--- config.mk ---
export PLATFORM = sky130hd
export DESIGN_NAME = ckcf_regbank
export DESIGN_NICKNAME = d
export VERILOG_FILES = /design/src/pkg/ckcf_pkg.sv /design/src/logic/ckcf_regbank.sv
export SDC_FILE = /design/constraint.sdc
export NUM_CORES = 1
export LEC_CHECK = 0
export BUFFER_PORTS_ARGS = -buffer_cell sky130_fd_sc_hd__buf_2
export CORE_MARGIN = 5
export CORE_UTILIZATION = 45
export DETAILED_ROUTE_END_ITERATION = 10
export PLACE_DENSITY_LB_ADDON = 0.05
export SYNTH_ARGS = -nofsm -noshare
export SYNTH_HDL_FRONTEND = slang
export SYNTH_SLANG_ARGS = --single-unit
--- constraint.sdc ---
create_clock -name clk_i -period 6.33 [get_ports clk_i]
set_input_delay 1.266 -clock clk_i [delete_from_list [all_inputs] [get_ports clk_i]]
set_output_delay 1.266 -clock clk_i [all_outputs]
set_load 0.01 [all_outputs]
--- src/pkg/ckcf_pkg.sv ---
// Shared constants and carrier types for the clock generator register bank.
package ckcf_pkg;

  // Byte indices of the bank.
  localparam logic [7:0] IDX_OUT_EN = 8'h04;
  localparam logic [7:0] IDX_CLKREQ = 8'h05;
  localparam logic [7:0] IDX_REQEF_STOP = 8'h06;
  localparam logic [7:0] IDX_VENDOR_REV = 8'h07;
  localparam logic [7:0] IDX_DEVID_27M = 8'h08;
  localparam logic [7:0] IDX_TEST_SWING = 8'h09;
  localparam logic [7:0] IDX_STOP_CTRL = 8'h0a;

  // Reset values of the writable bits.
  localparam logic [7:0] RST_OUT_EN = 8'hff;
  localparam logic [7:0] RST_CLKREQ = 8'h00;
  localparam logic [7:0] RST_REQEF_STOP = 8'h00;
  localparam logic [7:0] RST_DEVID_27M = 8'h03;
  localparam logic [7:0] RST_TEST_SWING = 8'h05;
  localparam logic [7:0] RST_STOP_CTRL = 8'h03;

  // Writable bit masks; every other bit is fixed, latched or reserved.
  localparam logic [7:0] WM_OUT_EN = 8'hff;
  localparam logic [7:0] WM_CLKREQ = 8'hff;
  localparam logic [7:0] WM_REQEF_STOP = 8'hc3;
  localparam logic [7:0] WM_DEVID_27M = 8'h03;
  localparam logic [7:0] WM_TEST_SWING = 8'h9f;
  localparam logic [7:0] WM_STOP_CTRL = 8'h7f;

  // Field positions that carry read-only content.
  localparam int POS_TRUSTED = 6;
  localparam int POS_SEL27 = 7;
  localparam int POS_HI_NIBBLE = 4;

  // Configuration carried to the clock output logic.
  typedef struct packed {
    logic [5:0] out_en;      // Byte 4 bits 7..2.
    logic [1:0] spread_en;   // Synth 1, synth 2.
    logic [1:0] video27_en;  // Plain, spread.
    logic [2:0] swing_code;
    logic test_entry;
    logic test_refn;
  } ckcf_cfg_t;

  // Run permissions; a 0 stops the named output.
  typedef struct packed {
    logic [5:0] serial_ref_run;  // Outputs 8, 6, 4, 2, 1, 0.
    logic [5:0] periph_run;      // Outputs 5..0.
    logic [1:0] proc_run;        // Outputs 1, 0.
  } ckcf_gate_t;

  // Pins from outside the clock domain.
  typedef struct packed {
    logic [5:0] clkreq_n;  // Requests F..A, active low.
    logic periph_stop_n;
    logic proc_stop_n;
    logic trusted_strap;
    logic sel27_strap;
  } ckcf_pins_t;

  // Idle pin levels with no stop asserted, so a synchroniser fresh out of reset
  // cannot stop an output before real pin values arrive.
  localparam ckcf_pins_t PINS_IDLE = '{clkreq_n: 6'h00, periph_stop_n: 1'b1,
    proc_stop_n: 1'b1, trusted_strap: 1'b0, sel27_strap: 1'b0};

endpackage

--- src/logic/ckcf_regbank.sv ---
// Register bank for configuration bytes 4 to 10 of the clock generator.
`timescale 1ns/10ps
`default_nettype none

// What this block does
// - Byte 4 bits 7..2 enable six differential outputs; read-write, reset 1.
// - Byte 4 bits 1,0 enable spread on synthesizers 1 and 2; reset 1.
// - Byte 5 bit 7 enables request A; ignored while 0; reset 0.
// - Byte 5 bit 6 routes request A to output 0 or 2; reset 0.
// - Byte 5 bits 5,4 enable request B, route to output 1 or 4.
// - Byte 5 bits 3,2 enable request C, route to output 0 or 2.
// - Byte 5 bits 1,0 enable request D, route to output 1 or 4.
// - Byte 6 bits 7,6 enable requests E,F gating outputs 6,8; reserved read 0.
// - Byte 6 bit 1 lets peripheral stop halt panel output 1; reset 0.
// - Byte 6 bit 0 lets peripheral stop halt serial output 0; reset 0.
// - Byte 7 is fixed: revision code high nibble, vendor code low.
// - Byte 8 bits 7..4 fixed device identifier; bits 3,2 read 0.
// - Byte 8 bits 1,0 enable the two 27 MHz outputs; reset 1.
// - Byte 9 bit 7 lets peripheral stop halt peripheral output 5.
// - Byte 9 bit 6 reads latched trusted strap; bit 5 reads 0.
// - Byte 9 bit 4 picks test output: 0 high-impedance, 1 divided reference.
// - Byte 9 bit 3 enters test mode, overriding the pin; reset 0.
// - Byte 9 bits 2..0 hold processor swing code; reset to 0.8V code.
// - Byte 10 bit 7 reads the 27 MHz select strap latched at start.
// - Byte 10 bits 6..2 make peripheral outputs 4..0 stoppable.
// - Byte 10 bits 1,0 make processor outputs stoppable; reset 1.
module ckcf_regbank #(
  parameter logic [3:0] REV_CODE = 4'ha,    // Arbitrary value.
  parameter logic [3:0] VENDOR_CODE = 4'h5, // Arbitrary value.
  parameter logic [3:0] PART_CODE = 4'h3    // Arbitrary value.
) (
  input wire logic clk_i,
  input wire logic srst_i,
  input wire logic wr_stb_i,
  input wire logic rd_stb_i,
  input wire logic [7:0] index_i,
  input wire logic [7:0] wdata_i,
  output logic [7:0] rdata_o,
  output logic rvalid_o,
  input wire ckcf_pkg::ckcf_pins_t pins_i,
  output ckcf_pkg::ckcf_cfg_t cfg_o,
  output ckcf_pkg::ckcf_gate_t gate_o,
  output logic straps_valid_o
);

  function automatic logic in_bank(input logic [7:0] idx);
    in_bank = (idx >= ckcf_pkg::IDX_OUT_EN) && (idx <= ckcf_pkg::IDX_STOP_CTRL);
  endfunction

  function automatic logic [7:0] wmask(input logic [7:0] idx);
    unique case (idx)
      ckcf_pkg::IDX_OUT_EN: wmask = ckcf_pkg::WM_OUT_EN;
      ckcf_pkg::IDX_CLKREQ: wmask = ckcf_pkg::WM_CLKREQ;
      ckcf_pkg::IDX_REQEF_STOP: wmask = ckcf_pkg::WM_REQEF_STOP;
      ckcf_pkg::IDX_DEVID_27M: wmask = ckcf_pkg::WM_DEVID_27M;
      ckcf_pkg::IDX_TEST_SWING: wmask = ckcf_pkg::WM_TEST_SWING;
      ckcf_pkg::IDX_STOP_CTRL: wmask = ckcf_pkg::WM_STOP_CTRL;
      default: wmask = 8'h00;
    endcase
  endfunction

  function automatic logic [7:0] rst_val(input logic [7:0] idx);
    unique case (idx)
      ckcf_pkg::IDX_OUT_EN: rst_val = ckcf_pkg::RST_OUT_EN;
      ckcf_pkg::IDX_CLKREQ: rst_val = ckcf_pkg::RST_CLKREQ;
      ckcf_pkg::IDX_REQEF_STOP: rst_val = ckcf_pkg::RST_REQEF_STOP;
      ckcf_pkg::IDX_DEVID_27M: rst_val = ckcf_pkg::RST_DEVID_27M;
      ckcf_pkg::IDX_TEST_SWING: rst_val = ckcf_pkg::RST_TEST_SWING;
      ckcf_pkg::IDX_STOP_CTRL: rst_val = ckcf_pkg::RST_STOP_CTRL;
      default: rst_val = 8'h00;
    endcase
  endfunction

  logic [7:0] regs_ff [4:10];
  ckcf_pkg::ckcf_pins_t pins_s1_ff;
  ckcf_pkg::ckcf_pins_t pins_s2_ff;
  logic trusted_ff;
  logic sel27_ff;
  logic latched_ff;
  logic [7:0] nxt_rdata;
  ckcf_pkg::ckcf_gate_t nxt_gate;
  logic [7:0] b4;
  logic [7:0] b5;
  logic [7:0] b6;
  logic [7:0] b8;
  logic [7:0] b9;
  logic [7:0] b10;
  logic [5:0] req_off;
  logic pstop;
  logic cstop;

  assign b4 = regs_ff[4];
  assign b5 = regs_ff[5];
  assign b6 = regs_ff[6];
  assign b8 = regs_ff[8];
  assign b9 = regs_ff[9];
  assign b10 = regs_ff[10];

  // Pins are asynchronous to the bus clock; only the second stage is read.
  // Reset to idle levels, since zeros would read as both stop inputs asserted.
  always_ff @(posedge clk_i) begin
    if (srst_i) begin
      pins_s1_ff <= ckcf_pkg::PINS_IDLE;
      pins_s2_ff <= ckcf_pkg::PINS_IDLE;
    end else begin
      pins_s1_ff <= pins_i;
      pins_s2_ff <= pins_s1_ff;
    end
  end

  // Straps are caught once, on the third edge after reset release, when the
  // synchroniser holds genuine pin values rather than its reset idle levels.
  logic [1:0] settle_ff;
  always_ff @(posedge clk_i) begin
    if (srst_i) begin
      settle_ff <= 2'h0;
      latched_ff <= 1'b0;
      trusted_ff <= 1'b0;
      sel27_ff <= 1'b0;
    end else if (!latched_ff) begin
      settle_ff <= {settle_ff[0], 1'b1};
      if (settle_ff[1]) begin
        latched_ff <= 1'b1;
        trusted_ff <= pins_s2_ff.trusted_strap;
        sel27_ff <= pins_s2_ff.sel27_strap;
      end
    end
  end

  // Only writable bits change; reserved bits keep their reset zeros.
  always_ff @(posedge clk_i) begin
    if (srst_i) begin
      for (int i = 4; i <= 10; i++) begin
        regs_ff[i] <= rst_val(8'(i));
      end
    end else if (wr_stb_i && in_bank(index_i)) begin
      regs_ff[index_i[3:0]] <= (wdata_i & wmask(index_i))
        | (regs_ff[index_i[3:0]] & ~wmask(index_i));
    end
  end

  // Read data merges stored bits with fixed and latched fields.
  always_comb begin
    nxt_rdata = 8'h00;
    if (in_bank(index_i)) begin
      nxt_rdata = regs_ff[index_i[3:0]];
    end
    unique case (index_i)
      ckcf_pkg::IDX_VENDOR_REV: nxt_rdata = {REV_CODE, VENDOR_CODE};
      ckcf_pkg::IDX_DEVID_27M:
        nxt_rdata[7:ckcf_pkg::POS_HI_NIBBLE] = PART_CODE;
      ckcf_pkg::IDX_TEST_SWING: nxt_rdata[ckcf_pkg::POS_TRUSTED] = trusted_ff;
      ckcf_pkg::IDX_STOP_CTRL: nxt_rdata[ckcf_pkg::POS_SEL27] = sel27_ff;
      default: nxt_rdata = nxt_rdata;
    endcase
  end

  // One-cycle read answer; an index outside the bank returns zero.
  always_ff @(posedge clk_i) begin
    if (srst_i) begin
      rdata_o <= 8'h00;
      rvalid_o <= 1'b0;
    end else begin
      rvalid_o <= rd_stb_i;
      if (rd_stb_i) begin
        rdata_o <= nxt_rdata;
      end
    end
  end

  // A request pin high means the endpoint released its clock.
  assign req_off = pins_s2_ff.clkreq_n;
  assign pstop = !pins_s2_ff.periph_stop_n;
  assign cstop = !pins_s2_ff.proc_stop_n;

  always_comb begin
    nxt_gate.serial_ref_run[0] = !((b5[7] && !b5[6] && req_off[0])
      || (b5[3] && !b5[2] && req_off[2])
      || (b6[0] && pstop));
    nxt_gate.serial_ref_run[1] = !((b5[5] && !b5[4] && req_off[1])
      || (b5[1] && !b5[0] && req_off[3])
      || (b6[1] && pstop));
    nxt_gate.serial_ref_run[2] = !((b5[7] && b5[6] && req_off[0])
      || (b5[3] && b5[2] && req_off[2]));
    nxt_gate.serial_ref_run[3] = !((b5[5] && b5[4] && req_off[1])
      || (b5[1] && b5[0] && req_off[3]));
    nxt_gate.serial_ref_run[4] = !(b6[7] && req_off[4]);
    nxt_gate.serial_ref_run[5] = !(b6[6] && req_off[5]);
    nxt_gate.periph_run[5] = !(b9[7] && pstop);
    nxt_gate.periph_run[4:0] = ~(b10[6:2] & {5{pstop}});
    nxt_gate.proc_run = ~(b10[1:0] & {2{cstop}});
  end

  always_ff @(posedge clk_i) begin
    if (srst_i) begin
      gate_o <= '1;
    end else begin
      gate_o <= nxt_gate;
    end
  end

  assign straps_valid_o = latched_ff;
  assign cfg_o.out_en = b4[7:2];
  assign cfg_o.spread_en = b4[1:0];
  assign cfg_o.video27_en = b8[1:0];
  assign cfg_o.test_refn = b9[4];
  assign cfg_o.test_entry = b9[3];
  assign cfg_o.swing_code = b9[2:0];

  logic past_srst_ff;
  always_ff @(posedge clk_i) begin
    past_srst_ff <= srst_i;
  end
endmodule

`default_nettype wire

==> run summary <==
In this design, the largest share of critical-path delay is due to simple AND/OR/NAND/NOR gates. The global route total overflow came out at 0. The final number of max-transition violations came to 0.

The hold buffer count at cts is 0. The share of the Yosys chip area taken by registers is 60.74%. The number of CTS-inserted buffers came out at 9. The most used flip-flop cell after synthesis is sky130_fd_sc_hd__edfxtp_1. The number of buffers and inverters on the critical path is 1. After floorplanning, the core was divided into 37 placement rows. The aggregate routed wire length came out at 11.89 mm. Power spread over the standard cell area amounts to 254.9 nW/um2. The final number of hold-violating endpoints is 0. The global-route wire length before repair came out at 18.60 mm. The number of H-tree branching levels is 3.

The tool flagged a number of max-cap violations equal to 0. The largest stage delay on the critical path is 920 ps. The boundary pin count came out at 69. The clock latency reported for the late side of the worst-skew pair is 380 ps.

The congestion estimate from routability-driven global placement came to 0.8620. In this run the most critical hold path is launched from req_off[4]. The number of synthesized flops with an enable pin is 64. The detailed router finished its first iteration with 246 violations.

The end point of the worst hold path is gate_o[12]. The initial standard-cell utilization of the core is 45.97%. The number of warnings issued by yosys came out at 0. The final setup violation count came out at 0. Summed over all cells, the static leakage comes to 0.002000 uW. After synthesis, the mean cell area works out to 11.46 um2.

The cell count of the worst hold path came out at 1. The number of buffers between clock root and the deepest sink is 2. The leading area contributor after synthesis is sky130_fd_sc_hd__edfxtp_1. STA classifies the critical path startpoint as a primary input. The arrival time of data at the critical path endpoint is 3570 ps. The minimum clock period after layout is 3504 ps.

In the global route stage, met2 resource usage came out at 31.28%. The adder-cell share of the synthesized area is 0%. Dividing the final minimum period by the clock period gives 55.35%.

The synthesized netlist devotes 19.40% of its cell area to simple gates. The area share of the largest cell type after synthesis is 40.50%. The area fraction in compound gates after synthesis came out at 6.828%. The number of antenna violations at the first check in global routing came to 0. The worst slew margin relative to its limit came out at 27.26%.

The kind of end point of the critical path is a flop. The final-layout setup total negative slack came out at 0 ps. The fmax came out at 285.4 MHz. The final routed wire length divided by cell count is 19.28 um. The most heavily used metal layer in global routing is met2. The fraction of layout instances using a drive strength above 1 came out at 24.74%. The run finished with clean final reports. The post-detailed-route count of antenna-violating nets came out at 0.

In this run the cell area of the synthesized design comes to 4746 um2. The first-pass iteration count of the detailed router is 4. The startpoint-to-endpoint class of the critical path is primary input to flop. The share of the synthesized netlist area taken by xor and xnor gates is 0%. The worst register-to-register path has a depth of 4. The maximum vdd ir drop is 0.0001526 V. The horizontal die dimension is 112.7 um.

The post-CTS setup repair buffer count is 0. In this run the clock root is driven by a sky130_fd_sc_hd__clkbuf_8. The slew at the pin closest to its max-slew limit came out at 1082 ps.

Along the worst path, the maximum fanout reaches 30. The worst register-to-register path begins at regs_ff[5][4]. By area, the combinational part of the netlist is dominated by simple AND/OR/NAND/NOR gates. After technology mapping, the gate count stands at 414. The end-of-flow core utilization came out at 51.59%.

The number of sinks driven by the clock tree is 112. The number of cells upsized or downsized after cts came out at 0. The path class of the tightest hold or removal check is flop to flop. The worst hold slack is 417.3 ps. The via count of the first global-routing pass is 3335.

For this design, the slowest cell found on the critical path is sky130_fd_sc_hd__nor4_2. For this run, asynchronously set or reset flops after synthesis account for 0%. For met3 alone, demand over resource in global routing was 2.888%.

The most critical setup path has its startpoint at index_i[2]. The pin count of the biggest net entering global routing came out at 39. The via count is 3306.

During placement, the flow inserted port buffers numbering 68. After synthesis, the cell types taking the most area are sky130_fd_sc_hd__edfxtp_1, sky130_fd_sc_hd__dfxtp_1, sky130_fd_sc_hd__nor2_1, sky130_fd_sc_hd__nand2_1, sky130_fd_sc_hd__mux4_2. The critical path goes through buf_2 > and2b_1 > nand2_2 > nor4_2 > or2_2.

The critical path required time is 6400 ps. The clock skew after layout came out at 6.100 ps. The multiplexer fraction of the synthesized cell area is 8.911%. TritonCTS built the clock tree. The number of nets in the layout came out at 506. The number of flip-flops and latches in the synthesized netlist is 112. The setup check on the worst reg-to-reg path leaves a slack of 4090 ps. The die covers 12700 um2. The worst reg2reg path endpoint is regs_ff[8][4]. The total inserted antenna cells is 0. The global routing met1 resource utilization came out at 26.39%.

The clock transition time at the flip-flop clock pins of the worst setup and hold paths came out at 110 ps. The global-route usage over all layers is 19.27%. The count of unresolved DRC violations after routing came out at 0.

The number of distinct library cell variants in the gate-level netlist after synthesis is 54. The total half-perimeter wirelength after legalization and detailed placement came out at 8.722 mm. Setup repair after global routing left no endpoint under its margin. Relative to the synthesized area, the layout overhead comes to 12.23%.

The floorplan die height is 112.7 um. The area inside the core boundary came out at 10320 um2. The via count normalized by instance count is 5.358.
[sequential cells by signal, summed over array words and instances (netlist names), 2 cells and up]
name	count
pins_s2_ff	4
pins_s1_ff	10
rdata_o	8
settle_ff	2
req_off	6
gate_o	14
regs_ff	64
[worst max path at each step]
stage	to	slack, ps	depth (start not counted)
after detailed placement	regs_ff[4][4]	2410	5
after global placement	regs_ff[4][4]	2400	5
final	regs_ff[4][6]	2830	5
after CTS	regs_ff[4][2]	2810	5
after floorplan	regs_ff[4][0]	3400	4
after global routing	regs_ff[4][7]	2620	5
[where the power goes]
group	leakage (uW)	internal, uW	total (uW)	switching (uW)
sequential	0.00100	796	809	13.5
clock	0.000101	161	421	260
combinational	0.000897	46.3	128	81.2
[layout make-up]
type	instances	area, um2
clock buffer	10	137.6
timing repair buffer	68	340.3
inverter	13	48.80
fill	953	4997
sequential	112	2883
clock inverter	6	48.80
tap	136	170.2
multi-input combinational	272	1698
[cell families after synthesis]
group	after synthesis
flops	112
mux	30
other cells	1
buf+inv	37
compound gates	45
simple gates	189
[metal layers]
metal / wire, um / share of wire, % / up-vias
li1: - / - / 1566
met1: 5237 / 44 / 1631
met2: 5853 / 49 / 89
met3: 538 / 4.5 / 20
met4: 263 / 2.2 / 0
met5: 0 / 0 / -
[cells in the final DEF (no fill, tap or decap), types with 7 or more instances in the layout]
master,count
sky130_fd_sc_hd__clkbuf_8,10
sky130_fd_sc_hd__nand3_1,14
sky130_fd_sc_hd__a21oi_1,7
sky130_fd_sc_hd__conb_1,8
sky130_fd_sc_hd__dfxtp_1,48
sky130_fd_sc_hd__edfxtp_1,64
sky130_fd_sc_hd__inv_1,13
sky130_fd_sc_hd__mux4_2,8
sky130_fd_sc_hd__nand2_1,54
sky130_fd_sc_hd__mux2i_1,10
sky130_fd_sc_hd__nor2_1,62
sky130_fd_sc_hd__nor2b_1,24
sky130_fd_sc_hd__o21ai_0,7
sky130_fd_sc_hd__buf_2,68
sky130_fd_sc_hd__mux2_2,8
[stage by stage]
stage / setup slack (ps) / total power (uW) / instance area, um2 / instances
3_3_place_gp: 2395 / 952.3 / 5140 / 601
6_report: 2826 / 1358 / 5326 / 617
3_5_place_dp: 2408 / 953.1 / 5140 / 601
5_1_grt: 2618 / 1415 / 5326 / 617
2_1_floorplan: 3400 / 906.6 / 4772 / 421
4_1_cts: 2807 / 1363 / 5326 / 617
[Yosys cell counts (2+ instances only)]
library cell,instances
sky130_fd_sc_hd__inv_1,13
sky130_fd_sc_hd__or2_2,6
sky130_fd_sc_hd__a22o_1,2
sky130_fd_sc_hd__o22ai_1,6
sky130_fd_sc_hd__and3_1,5
sky130_fd_sc_hd__o21ai_0,7
sky130_fd_sc_hd__mux2_2,8
sky130_fd_sc_hd__nand2_1,54
sky130_fd_sc_hd__nor2_1,62
sky130_fd_sc_hd__nor2b_1,24
sky130_fd_sc_hd__nand3b_1,3
sky130_fd_sc_hd__nand2b_1,6
sky130_fd_sc_hd__a221oi_1,2
sky130_fd_sc_hd__buf_4,10
sky130_fd_sc_hd__dfxtp_1,48
sky130_fd_sc_hd__nand3_1,14
sky130_fd_sc_hd__nor3_1,4
sky130_fd_sc_hd__a211oi_1,4
sky130_fd_sc_hd__edfxtp_1,64
sky130_fd_sc_hd__mux2i_1,10
sky130_fd_sc_hd__buf_2,6
sky130_fd_sc_hd__mux4_2,8
sky130_fd_sc_hd__mux2i_2,3
sky130_fd_sc_hd__clkbuf_1,6
sky130_fd_sc_hd__o221ai_1,2
sky130_fd_sc_hd__a21oi_1,7
sky130_fd_sc_hd__nor4_4,2
sky130_fd_sc_hd__a32oi_1,2
Note: power is estimated with default switching activity, not from simulation.
